$ cat src/rtl/spl_pkg.sv
// Constants and types for the sector protection logic
package spl_pkg;
  // Clock and unlock rate-limit timing
  localparam int CLK_PERIOD_NS = 8;
  localparam int UNLOCK_GAP_US = 100;
  localparam int UNLOCK_GAP_CYC = UNLOCK_GAP_US * 1000 / CLK_PERIOD_NS;
  // Register byte offsets
  localparam logic [7:0] OFS_CMD = 8'h00;
  localparam logic [7:0] OFS_STAT = 8'h04;
  localparam logic [7:0] OFS_PWD_LO = 8'h08;
  localparam logic [7:0] OFS_PWD_HI = 8'h0c;
  localparam logic [7:0] OFS_SECT = 8'h10;
  localparam logic [7:0] OFS_ADDR = 8'h14;
  localparam logic [7:0] OFS_CTRL = 8'h18;
  // Command word fields
  localparam int CMD_OP_LSB = 0;
  localparam int CMD_SECT_LSB = 8;
  localparam int CMD_VAL_BIT = 16;
  localparam int CMD_MODE_LSB = 17;
  // Status word fields
  localparam int ST_WIP_BIT = 0;
  localparam int ST_PERR_BIT = 1;
  localparam int ST_LOCK_BIT = 2;
  localparam int ST_MODE_LSB = 3;
  localparam int ST_RDPROT_BIT = 5;
  // Protection mode selection encodings
  localparam logic [1:0] MODE_NONE = 2'h3;
  localparam logic [1:0] MODE_PERSIST = 2'h2;
  localparam logic [1:0] MODE_PASSWORD = 2'h1;
  localparam logic [1:0] MODE_ILLEGAL = 2'h0;
  // Reset values
  localparam logic [63:0] PWD_RESET = 64'hffffffffffffffff;
  localparam logic [31:0] DATA_ZERO = 32'h00000000;
  // Commands
  typedef enum logic [3:0] {
    CMD_NOP = 4'b0000,
    CMD_PPB_PGM = 4'b0001,
    CMD_PPB_ERS = 4'b0010,
    CMD_DYB_WR = 4'b0011,
    CMD_LOCK_CLR = 4'b0100,
    CMD_PWD_PGM = 4'b0101,
    CMD_PWD_UNLOCK = 4'b0110,
    CMD_MODE_PGM = 4'b0111,
    CMD_SOFT_RST = 4'b1000,
    CMD_CLR_STAT = 4'b1001
  } spl_cmd_t;
  // Engine states
  typedef enum logic [1:0] {
    ST_IDLE = 2'b00,
    ST_BUSY = 2'b01,
    ST_FAIL = 2'b10
  } spl_state_t;
endpackage : spl_pkg

$ cat src/rtl/spl_sector_protection_logic.sv
// Sector protection logic with APB register access
`timescale 1ns/1ps
// Overview of operation
// - Sectors whose persistent bit is 0 are shown protected.
// - Persistent bits program to 0 singly, erase to 1 all together.
// - Persistent program or erase fails unchanged while lock is 0.
// - Busy flag in status shows persistent program or erase progress.
// - Volatile write sets a sector bit to 0 or 1.
// - Volatile bits are rewritable without limit, one sector at a time.
// - Lock 0 freezes all persistent bits, lock 1 lets them change.
// - Lock clear command drops the lock to 0.
// - Persistent mode: reset sets lock 1, no command sets it again.
// - Software reset leaves the lock alone.
// - Password mode: reset clears lock, only good unlock sets it.
// - Sector unprotected only when persistent and volatile bits are 1.
// - Reset by presetn, or software reset when not busy, returns volatile bits to unprotected.
// - In password mode password reads and programs are ignored.
// - Password programming only moves cells from 1 to 0.
// - Password storage starts all ones, own access path only.
// - Any 64-bit value is an acceptable password.
// - Wrong password: lock kept, error set, busy stays set.
// - After a failed unlock, the next attempt waits at least 100 us.
// - Correct password clears busy at once without the delay.
// - Mode selection bits can never be erased.
// - Read protection forces reads to the boot sector address.
// - Mode bits 11 none, 10 persistent, 01 password, 00 fails.
module spl_sector_protection_logic #(
  parameter int NUM_SECTORS = 256,
  parameter int SECT_W = 8,
  parameter int PGM_CYCLES = 64,
  parameter int ERS_CYCLES = 256,
  parameter int UNLOCK_CYCLES = spl_pkg::UNLOCK_GAP_CYC,
  parameter logic [31:0] BOOT_ADDR = 32'h00000000,
  parameter logic [SECT_W-1:0] BOOT_SECT = 8'h00
) (
  input wire logic pclk,
  input wire logic presetn,
  input wire logic por_n,
  input wire logic psel,
  input wire logic penable,
  input wire logic pwrite,
  input wire logic [7:0] paddr,
  input wire logic [31:0] pwdata,
  output logic [31:0] prdata,
  output logic pready,
  output logic pslverr,
  output logic [NUM_SECTORS-1:0] sector_protect
);

  // Register decode used by the error path only
  function automatic logic reg_hit(input logic [7:0] a);
    reg_hit = (a == spl_pkg::OFS_CMD) || (a == spl_pkg::OFS_STAT) ||
      (a == spl_pkg::OFS_PWD_LO) || (a == spl_pkg::OFS_PWD_HI) ||
      (a == spl_pkg::OFS_SECT) || (a == spl_pkg::OFS_ADDR) ||
      (a == spl_pkg::OFS_CTRL);
  endfunction : reg_hit

  logic [NUM_SECTORS-1:0] pers;
  logic [NUM_SECTORS-1:0] vol;
  logic [63:0] pwd;
  logic [63:0] pwd_in;
  logic [1:0] mode;
  logic lock;
  logic ld;
  logic perr;
  logic rd_prot;
  logic [SECT_W-1:0] sect_q;
  logic [31:0] addr_q;
  logic [SECT_W-1:0] op_sect;
  logic [1:0] op_mode;
  logic [15:0] timer;
  logic [15:0] rate_t;
  spl_pkg::spl_state_t state;
  spl_pkg::spl_cmd_t op;
  logic [31:0] next_rdata;

  // Bus phases and command fields
  wire setup = psel & ~penable;
  wire wr_en = psel & penable & pready & pwrite;
  wire cmd_go = wr_en && (paddr == spl_pkg::OFS_CMD);
  wire [3:0] c_op = pwdata[spl_pkg::CMD_OP_LSB +: 4];
  wire [SECT_W-1:0] c_sect = pwdata[spl_pkg::CMD_SECT_LSB +: SECT_W];
  wire c_val = pwdata[spl_pkg::CMD_VAL_BIT];
  wire [1:0] c_mode = pwdata[spl_pkg::CMD_MODE_LSB +: 2];
  wire idle_go = cmd_go && (state == spl_pkg::ST_IDLE);
  wire pw_mode = (mode == spl_pkg::MODE_PASSWORD);
  wire done = (state == spl_pkg::ST_BUSY) && (timer == 16'h0000);
  wire work_pending_flag = (state != spl_pkg::ST_IDLE);
  wire pwd_match = (pwd_in == pwd);
  wire sect_ok = (32'(c_sect) < NUM_SECTORS);
  wire q_ok = (32'(sect_q) < NUM_SECTORS);
  wire [SECT_W-1:0] q_idx = q_ok ? sect_q : '0;

  // APB handshake: zero wait states, error on unmapped offset
  always_ff @(posedge pclk or negedge presetn) begin
    if (!presetn) begin
      pready <= 1'b0;
      pslverr <= 1'b0;
    end else begin
      pready <= setup;
      pslverr <= setup & ~reg_hit(paddr);
    end
  end

  // Read data mux
  always_comb begin
    next_rdata = spl_pkg::DATA_ZERO;
    case (paddr)
      spl_pkg::OFS_STAT: begin
        next_rdata[spl_pkg::ST_WIP_BIT] = work_pending_flag;
        next_rdata[spl_pkg::ST_PERR_BIT] = perr;
        next_rdata[spl_pkg::ST_LOCK_BIT] = lock;
        next_rdata[spl_pkg::ST_MODE_LSB +: 2] = mode;
        next_rdata[spl_pkg::ST_RDPROT_BIT] = rd_prot;
      end
      spl_pkg::OFS_PWD_LO: next_rdata = pw_mode ? '0 : pwd[31:0];
      spl_pkg::OFS_PWD_HI: next_rdata = pw_mode ? '0 : pwd[63:32];
      spl_pkg::OFS_SECT: begin
        next_rdata[0] = q_ok & pers[q_idx];
        next_rdata[1] = q_ok & vol[q_idx];
        next_rdata[2] = q_ok & sector_protect[q_idx];
        // Readable flag, clear for a non-boot sector under read protection
        next_rdata[3] = ~rd_prot | (sect_q == BOOT_SECT);
      end
      spl_pkg::OFS_ADDR: next_rdata = rd_prot ? BOOT_ADDR : addr_q;
      spl_pkg::OFS_CTRL: next_rdata[0] = rd_prot;
      default: next_rdata = spl_pkg::DATA_ZERO;
    endcase
  end

  // Read data captured in the setup cycle
  always_ff @(posedge pclk or negedge presetn) begin
    if (!presetn) begin
      prdata <= spl_pkg::DATA_ZERO;
    end else if (setup && !pwrite) begin
      prdata <= next_rdata;
    end
  end

  // Plain data registers
  always_ff @(posedge pclk or negedge presetn) begin
    if (!presetn) begin
      pwd_in <= '0;
      sect_q <= '0;
      addr_q <= spl_pkg::DATA_ZERO;
      rd_prot <= 1'b0;
    end else if (wr_en) begin
      case (paddr)
        spl_pkg::OFS_PWD_LO: pwd_in[31:0] <= pwdata;
        spl_pkg::OFS_PWD_HI: pwd_in[63:32] <= pwdata;
        spl_pkg::OFS_SECT: sect_q <= pwdata[SECT_W-1:0];
        spl_pkg::OFS_ADDR: addr_q <= pwdata;
        spl_pkg::OFS_CTRL: rd_prot <= pwdata[0];
        default: rd_prot <= rd_prot;
      endcase
    end
  end

  // Operation engine
  always_ff @(posedge pclk or negedge presetn) begin
    if (!presetn) begin
      state <= spl_pkg::ST_IDLE;
      op <= spl_pkg::CMD_NOP;
      op_sect <= '0;
      op_mode <= spl_pkg::MODE_NONE;
      timer <= 16'h0000;
      perr <= 1'b0;
    end else begin
      case (state)
        spl_pkg::ST_IDLE: begin
          if (idle_go) begin
            op <= spl_pkg::spl_cmd_t'(c_op);
            op_sect <= c_sect;
            op_mode <= c_mode;
            case (spl_pkg::spl_cmd_t'(c_op))
              spl_pkg::CMD_PPB_PGM, spl_pkg::CMD_PPB_ERS: begin
                if (!lock) begin
                  state <= spl_pkg::ST_FAIL;
                  perr <= 1'b1;
                end else begin
                  state <= spl_pkg::ST_BUSY;
                  timer <= (c_op == spl_pkg::CMD_PPB_PGM) ?
                    16'(PGM_CYCLES - 1) : 16'(ERS_CYCLES - 1);
                end
              end
              spl_pkg::CMD_PWD_PGM: begin
                if (!pw_mode) begin
                  state <= spl_pkg::ST_BUSY;
                  timer <= 16'(PGM_CYCLES - 1);
                end
              end
              spl_pkg::CMD_PWD_UNLOCK: begin
                if (!pwd_match) begin
                  state <= spl_pkg::ST_FAIL;
                  perr <= 1'b1;
                end else begin
                  state <= spl_pkg::ST_BUSY;
                  timer <= 16'h0000;
                end
              end
              spl_pkg::CMD_MODE_PGM: begin
                if (mode != spl_pkg::MODE_NONE ||
                    (mode & c_mode) == spl_pkg::MODE_ILLEGAL) begin
                  state <= spl_pkg::ST_FAIL;
                  perr <= 1'b1;
                end else begin
                  state <= spl_pkg::ST_BUSY;
                  timer <= 16'(PGM_CYCLES - 1);
                end
              end
              spl_pkg::CMD_SOFT_RST, spl_pkg::CMD_CLR_STAT: perr <= 1'b0;
              default: perr <= perr;
            endcase
          end
        end
        spl_pkg::ST_BUSY: begin
          if (done) begin
            state <= spl_pkg::ST_IDLE;
          end else begin
            timer <= timer - 16'h0001;
          end
        end
        spl_pkg::ST_FAIL: begin
          // no exit until the unlock gap has passed
          if (cmd_go && rate_t == 16'h0000 &&
              (c_op == spl_pkg::CMD_CLR_STAT ||
               c_op == spl_pkg::CMD_SOFT_RST)) begin
            state <= spl_pkg::ST_IDLE;
            perr <= 1'b0;
          end
        end
        default: state <= spl_pkg::ST_IDLE;
      endcase
    end
  end

  // unlock rate timer, started by a failed unlock
  always_ff @(posedge pclk or negedge presetn) begin
    if (!presetn) begin
      rate_t <= 16'h0000;
    end else if (idle_go && c_op == spl_pkg::CMD_PWD_UNLOCK &&
                 !pwd_match) begin
      rate_t <= 16'(UNLOCK_CYCLES - 1);
    end else if (rate_t != 16'h0000) begin
      rate_t <= rate_t - 16'h0001;
    end
  end

  // lock bit, reset by presetn only, loaded from mode
  always_ff @(posedge pclk or negedge presetn) begin
    if (!presetn) begin
      lock <= 1'b0;
      ld <= 1'b1;
    end else if (ld) begin
      ld <= 1'b0;
      lock <= ~pw_mode;
    end else if (idle_go && c_op == spl_pkg::CMD_LOCK_CLR) begin
      lock <= 1'b0;
    end else if (idle_go && c_op == spl_pkg::CMD_PWD_UNLOCK &&
                 pwd_match && pw_mode) begin
      lock <= 1'b1;
    end
  end

  // volatile bits, set to 1 by presetn or by software reset when not busy
  always_ff @(posedge pclk or negedge presetn) begin
    if (!presetn) begin
      vol <= '1;
    end else if (cmd_go && state != spl_pkg::ST_BUSY &&
                 c_op == spl_pkg::CMD_SOFT_RST) begin
      vol <= '1;
    end else if (idle_go && c_op == spl_pkg::CMD_DYB_WR && sect_ok) begin
      vol[c_sect] <= c_val;
    end
  end

  // Nonvolatile storage, cleared only at power-on
  always_ff @(posedge pclk or negedge por_n) begin
    if (!por_n) begin
      pers <= '1;
      pwd <= spl_pkg::PWD_RESET;
      mode <= spl_pkg::MODE_NONE;
    end else if (done) begin
      case (op)
        spl_pkg::CMD_PPB_PGM: begin
          if (32'(op_sect) < NUM_SECTORS) begin
            pers[op_sect] <= 1'b0;
          end
        end
        spl_pkg::CMD_PPB_ERS: pers <= '1;
        spl_pkg::CMD_PWD_PGM: pwd <= pwd & pwd_in;
        spl_pkg::CMD_MODE_PGM: mode <= mode & op_mode;
        default: mode <= mode;
      endcase
    end
  end

  always_ff @(posedge pclk or negedge presetn) begin
    if (!presetn) begin
      sector_protect <= '1;
    end else begin
      sector_protect <= ~(pers & vol);
    end
  end
endmodule : spl_sector_protection_logic

$ cat config.mk
export PLATFORM = sky130hd
export DESIGN_NAME = spl_sector_protection_logic
export DESIGN_NICKNAME = d
export VERILOG_FILES = /design/src/rtl/spl_pkg.sv /design/src/rtl/spl_sector_protection_logic.sv
export SDC_FILE = /design/constraint.sdc
export NUM_CORES = 2
export LEC_CHECK = 0
export ABC_AREA = 0
export BUFFER_PORTS_ARGS = -buffer_cell sky130_fd_sc_hd__clkbuf_2
export CAP_MARGIN = 10
export CORE_MARGIN = 2
export CORE_UTILIZATION = 56
export DETAILED_ROUTE_END_ITERATION = 6
export MAX_ROUTING_LAYER = met4
export PLACE_DENSITY = 0.79
export SKIP_LAST_GASP = 1
export SYNTH_ARGS = -nofsm -noshare
export SYNTH_HDL_FRONTEND = slang
export SYNTH_SLANG_ARGS = --single-unit
export TNS_END_PERCENT = 10
$ cat constraint.sdc
create_clock -name pclk -period 3.85 [get_ports pclk]
set_input_delay 0.5775 -clock pclk [delete_from_list [all_inputs] [get_ports pclk]]
set_output_delay 0.5775 -clock pclk [all_outputs]
set_load 0.02 [all_outputs]
# == After elaboration in Yosys (flattened, before gate mapping) ==
# Index checks and enable logic that the tools add are counted.
# classes
n_eq_ne,38
n_bitwise,17
n_lt_le_gt_ge,5
n_reduce_logical,54
shifts,0
div_mod_pow,0
n_mul,0
add_sub_neg,2
mux,51
# ops
op,count
256-bit AND,2
256-bit 2-to-1 mux,2
256-bit NOT,2
256-bit case mux with 2 select lines,1
256-bit bitwise mux,1
16-bit 2-to-1 mux,8
32-bit 2-to-1 mux,3
26-bit case mux with 3 select lines,1
64-bit AND,1
64-bit == test,1
16-bit case mux with 4 select lines,1
16-bit logical NOT,2
16-bit case mux with 2 select lines,1
"16-bit by 1-bit subtractor with 16-bit output, second input constant",2
"8-bit by 9-bit < comparator with 1-bit output, second input constant",3
1-bit binary-select mux with 8-bit select,3
"4-bit by 3-bit == test with 1-bit output, second input constant",6
"8-bit by 5-bit == test with 1-bit output, second input constant",3
"3-bit inequality test, second input constant",7
2-bit AND reduction,9
1-bit demux with 8-bit select,2
"8-bit by 4-bit == test with 1-bit output, second input constant",2
"8-bit by 1-bit >= comparator with 1-bit output, second input constant",2
1-bit logical AND,16
other kinds (33),86
# word_totals
romBits,0
ramBits,0
inputBits,46
latchBits,0
register_bits,1024
wordCells,189
out_inout_bits,290
memories,0

# == Logic depth before layout (Yosys ltp) ==
# logic_depth
word_depth,11
mapped_depth,13
depth_no_buf,9

# == Least setup slack after synthesis ==
# No wires, ideal clock.
# synth_path
path_kind,input -> register
from,input port paddr[1]
to,register rate_t[9]
path_stages,8
t_required_ns,3.731
setup_slack_ns,1.082
arrival_time_ns,2.650
path_cell_list,or4_4 > nor4_4 > nand2_2 > or3_1 > buf_2 > or3_1 > buf_2 > o21a_1
# synth_between
elab_chain_cells,6
elab_cells_between_ends,7
classes_between,mux: 1; reduce/logical: 6
# synth_rtl
item,line,source
"start, declared",spl_sector_protection_logic.sv:42,"input wire logic [7:0] paddr,"
8-bit logical NOT (*),spl_sector_protection_logic.sv:80,wire cmd_go = wr_en && (paddr == spl_pkg::OFS_CMD);
1-bit logical AND (*),spl_sector_protection_logic.sv:80,
1-bit logical AND (*),spl_sector_protection_logic.sv:85,wire idle_go = cmd_go && (state == spl_pkg::ST_IDLE);
1-bit logical AND (*) (2 in series),spl_sector_protection_logic.sv:241,end else if (idle_go && c_op == spl_pkg::CMD_PWD_UNLOCK &&
16-bit 2-to-1 mux / 2-bit nonzero test (equally long branches),--,
"end signal, assigned",spl_sector_protection_logic.sv:243,rate_t <= 16'(UNLOCK_CYCLES - 1);
"end signal, assigned",spl_sector_protection_logic.sv:245,rate_t <= rate_t - 16'h0001;
"end, declared",spl_sector_protection_logic.sv:72,logic [15:0] rate_t;
# Every way passes the cells marked *; elsewhere a longest branch is shown, timed or not.
# A chain may end at the register's enable or synchronous reset.

# == Worst setup path in the final report ==
# layout_path
from,"register sect_q[1], in the netlist q_idx[1]"
to,register prdata[1]
# layout_between
elab_chain_cells,3
# layout_rtl
item,line,source
"start, declared",spl_sector_protection_logic.sv:67,logic [SECT_W-1:0] sect_q;
"start signal, assigned",spl_sector_protection_logic.sv:151,spl_pkg::OFS_SECT: sect_q <= pwdata[SECT_W-1:0];
1-bit binary-select mux with 8-bit select,spl_sector_protection_logic.sv:120,next_rdata[1] = q_ok & vol[q_idx];
1-bit 2-to-1 mux (implied by the code),spl_sector_protection_logic.sv:120,
3-bit case mux with 5 select lines,spl_sector_protection_logic.sv:108,case (paddr)
"end signal, assigned",spl_sector_protection_logic.sv:134,prdata <= spl_pkg::DATA_ZERO;
"end signal, assigned",spl_sector_protection_logic.sv:136,prdata <= next_rdata;
"end, declared",spl_sector_protection_logic.sv:44,"output logic [31:0] prdata,"
# No other way between the ends. The select of a mux whose other input is x is not followed.

==> impl_metrics.py <==
metrics = {
    "clock_network": {
        "numCtsBuffers": 102,
        "cts_tree": "built",
        "ctsHoldBuffers": 0,
        "cts_max_path_buffers": 3,
        "clockRootBuffer": "clkbuf_16",
        "ctsResizeCount": 0,
        "postCtsSetupBuffers": 0,
        "clk_pin_slew_worst_paths_ns": 0.06,
        "cts_htree_levels": 3,
        "clock_sinks": 1024,
        "insertion_delay_ns": 0.70,
    },
    "global_routing": {
        "grt_pass1_vias": 37056,
        "grt_start_max_net_pins": 257,
        "antenna_found_initial": 11,
        "grt_use_total_pct": 38.7,
        "overflow": 0,
        "grt_pass1_wl_um": 240000,
    },
    "setup_path": {
        "required_ns": 4.39,
        "worst-path-max-fanout": 39,
        "start_kind": "flop",
        "worstSetupPathType": "reg -> reg",
        "cpPeakStageDelay_ns": 0.92,
        "reg2reg_slack_ns": 0.12,
        "cp_cell_sequence": "buf_4 -> mux4_2 -> o22ai_1 -> o22a_1 -> o2111ai_1 -> a311o_1 -> o31ai_1 -> o21ai_0",
        "end_kind": "flop",
        "slowest_stage": "dfrtp_4",
        "r2r_start": "q_idx[1]",
        "worstRegToRegCells": 8,
        "arrival_ns": 4.27,
        "reg2reg_to": "prdata[1]",
    },
    "routing": {
        "initialDrtViolationCount": 5849,
        "first_pass_iters": 7,
        "route.detailed.drc": 81,
        "wl_per_cell_um": 30.0,
        "wirelength_um": 162000,
        "vias": 37840,
        "postRouteAntennaNets": 0,
        "viasPerCell": 7.02,
    },
    "logic_synthesis": {
        "syn_avg_cell_area_um2": 11.9,
        "ys_ff_latch": 1024,
        "async_flop_share_pct": 100,
        "yosysSeqAreaShare_pct": 56.9,
        "synth_edf_count": 0,
        "synth_ff_type": "dfstp_2",
        "ys_types": 77,
        "syn_nets": 4056,
        "mappedNetlistArea_mm2": 0.0469,
        "synth_cells": 3942,
        "synth-warning-count": 0,
    },
    "run_status": {
        "outcome": "complete, but fails checks",
        "violations": "design-rule violations, negative hold slack",
    },
    "finish": {
        "syn_to_final_growth_pct": 14.7,
        "fillCellCount": 5980,
        "mostFrequentLayoutCells": "dfstp_2, nand2_1, o21ai_0",
        "final_common_cell": "dfstp_2",
        "fin_area_mm2": 0.0538,
        "finalNetCount": 4331,
        "layout-drive-gt1-share_pct": 43.8,
        "instances_no_fill": 5391,
        "fin_util_pct": 64.5,
    },
    "sta": {
        "setup_viol": 0,
        "hold_slack_ns": -0.0270,
        "period_needed_ns": 3.73,
        "tightest_slew_ns": 1.25,
        "finalCritPeriodShare_pct": 96.9,
        "setup-tns-final_ns": 0,
        "skew_ns": 0.0502,
        "rsz0062_at_grt": "false",
        "max_freq_ghz": 0.268,
        "max_slew_margin_pct": 16.7,
        "hold_viol": 8,
        "drv_slew": 0,
    },
    "run": {
        "maxCapViolCount": 0,
    },
    "power_and_ir_drop": {
        "combPwrFrac_pct": 3.9,
        "leakagePower_nw": 21.8,
        "swShare_pct": 22.9,
        "p_int_mw": 17.3,
        "clockPowerShare_pct": 47.3,
        "p_seq_share_pct": 48.8,
        "vdd_ir_drop_max_mv": 0.352,
        "p_switching_mw": 5.16,
        "power.density_mw_per_mm2": 418,
    },
    "floorplanning": {
        "die-area_mm2": 0.0860,
        "rows": 106,
        "core_area_mm2": 0.0833,
        "die_w_um": 293,
        "die_y_um": 293,
        "initial_core_util_pct": 56.3,
        "io_pins": 336,
    },
    "place": {
        "dp_hpwl_um": 107000,
        "gp_congestion": 1.01,
        "dp_cells": 5192,
        "port_buffers": 335,
        "dpl_cell_area_mm2": 0.0501,
    },
    "hold_path": {
        "hold_path.class": "in -> async",
    },
}
-- cells by family after synthesis --
| logic type | after synthesis | synth area share [%] |
|---|---|---|
| flip-flops | 1024 | 56.9 |
| AO/OA/AOI/OAI | 1041 | 14.0 |
| other | 1 | 0.00800 |
| adder cells (fa/ha/maj) | 68 | 1.82 |
| XOR/XNOR | 10 | 0.187 |
| AND/OR/NAND/NOR | 1005 | 9.30 |
| buffers and inverters | 353 | 3.16 |
| multiplexers | 440 | 14.6 |
-- layer usage --
metal | vias up | wire length [µm] | share of wire, % | GRT usage, %
met5 | - | 0 | 0 | -
met4 | 0 | 10900 | 6.7 | 22.8
met3 | 694 | 22800 | 14 | 14.4
met2 | 3015 | 69900 | 43 | 53.1
met1 | 18990 | 58200 | 36 | 49.0
li1 | 15141 | - | - | -
-- critical path, delay by kind of cell, from the launching register on --
family,cells,cell delay (ns)
AO/OA/AOI/OAI,6,1.55
flip-flops,1,0.92
multiplexers,1,0.55
buffers and inverters,1,0.51
-- final cells by class --
type	count	area (µm²)	area share [%]
sequential	1024	26700	49.6
inverter	19	76.3	0.142
timing repair buffer	505	3270	6.08
clock inverter	42	638	1.19
clock buffer	144	2970	5.53
multi-input combinational	2565	18700	34.9
antenna	12	30.0	0.0559
tap	1080	1350	2.51
-- per-stage QoR --
stage / hold slack [ns] / setup WS [ns] / total power [mW]
4_1_cts: 0.00522 / 0.255 / 22.5
3_3_place_gp: 0.434 / 0.306 / 12.0
2_1_floorplan: 0.282 / 1.08 / 11.5
6_report: -0.0270 / 0.119 / 22.5
3_5_place_dp: 0.436 / 0.186 / 12.0
5_1_grt: 0.0291 / 0.0959 / 23.1
-- state kept, by name, summed over array words and instances (netlist names) --
signal          count
perr                1
rd_prot             1
prdata             32
pslverr             1
addr_q             32
vol               256
pwd                64
lock                1
op                  4
rate_t             16
ld                  1
state               2
pers              256
mode                2
op_sect             8
pready              1
op_mode             2
q_idx               8
pwd_in             64
sector_protect    256
timer              16
-- power groups by stage --
| stage | combinational, mW | sequential [mW] | clock, mW |
|---|---|---|---|
| finish | 0.876 | 11.0 | 10.6 |
| global route | 0.966 | 11.0 | 11.1 |
| CTS | 0.866 | 11.0 | 10.6 |
| detailed placement | 0.862 | 11.1 | 0 |
| global placement | 0.840 | 11.1 | 0 |
| floorplan | 0.417 | 11.1 | 0 |
-- cell usage after synthesis (6+ instances only) --
cell type  number  area (µm²)
mux2i_1        90         901
a31oi_1        12        75.1
o31ai_1        11        82.6
buf_2          33         165
mux4_2        178        4010
o22a_1          7        61.3
buf_6           6        67.6
inv_1          17        63.8
and2_1          6        37.5
o221ai_1       10        87.6
clkbuf_1      240         901
o211ai_1        6        45.0
dfrtp_1       187        4680
o21a_1          7        52.6
nor4_1         28         175
o311ai_1        6        52.6
a22oi_1        21         158
a21oi_1        63         315
ha_1           68         851
a211oi_1        7        52.6
nand2_1       678        2540
and3_1          6        37.5
nor2_1         93         349
mux2_2        172        1940
dfstp_2       837       22000
buf_4          18         135
nand3_1        61         305
nor3_1         16        80.1
o22ai_1        19         119
nand2b_1       11        68.8
nand4_1        29         181
a211o_1         6        52.6
o311ai_0      247        2160
or3_1          13        81.3
buf_1          35         131
nor2b_1        30         188
o21ai_0       577        2890
or4_1           8        60.1
-- worst max-delay path by stage --
stage | end | startpoint | slack (ns) | depth (start not counted)
after detailed placement | vol[127] | paddr[1] | 0.19 | 6
after floorplan | rate_t[9] | paddr[1] | 1.08 | 8
after global routing | timer[11] | pwd[28] | 0.1 | 10
after CTS | prdata[1] | q_idx[0] | 0.25 | 9
final | prdata[1] | q_idx[1] | 0.12 | 8
after global placement | vol[120] | paddr[1] | 0.31 | 7
Note: power is estimated with default switching activity, not from simulation.
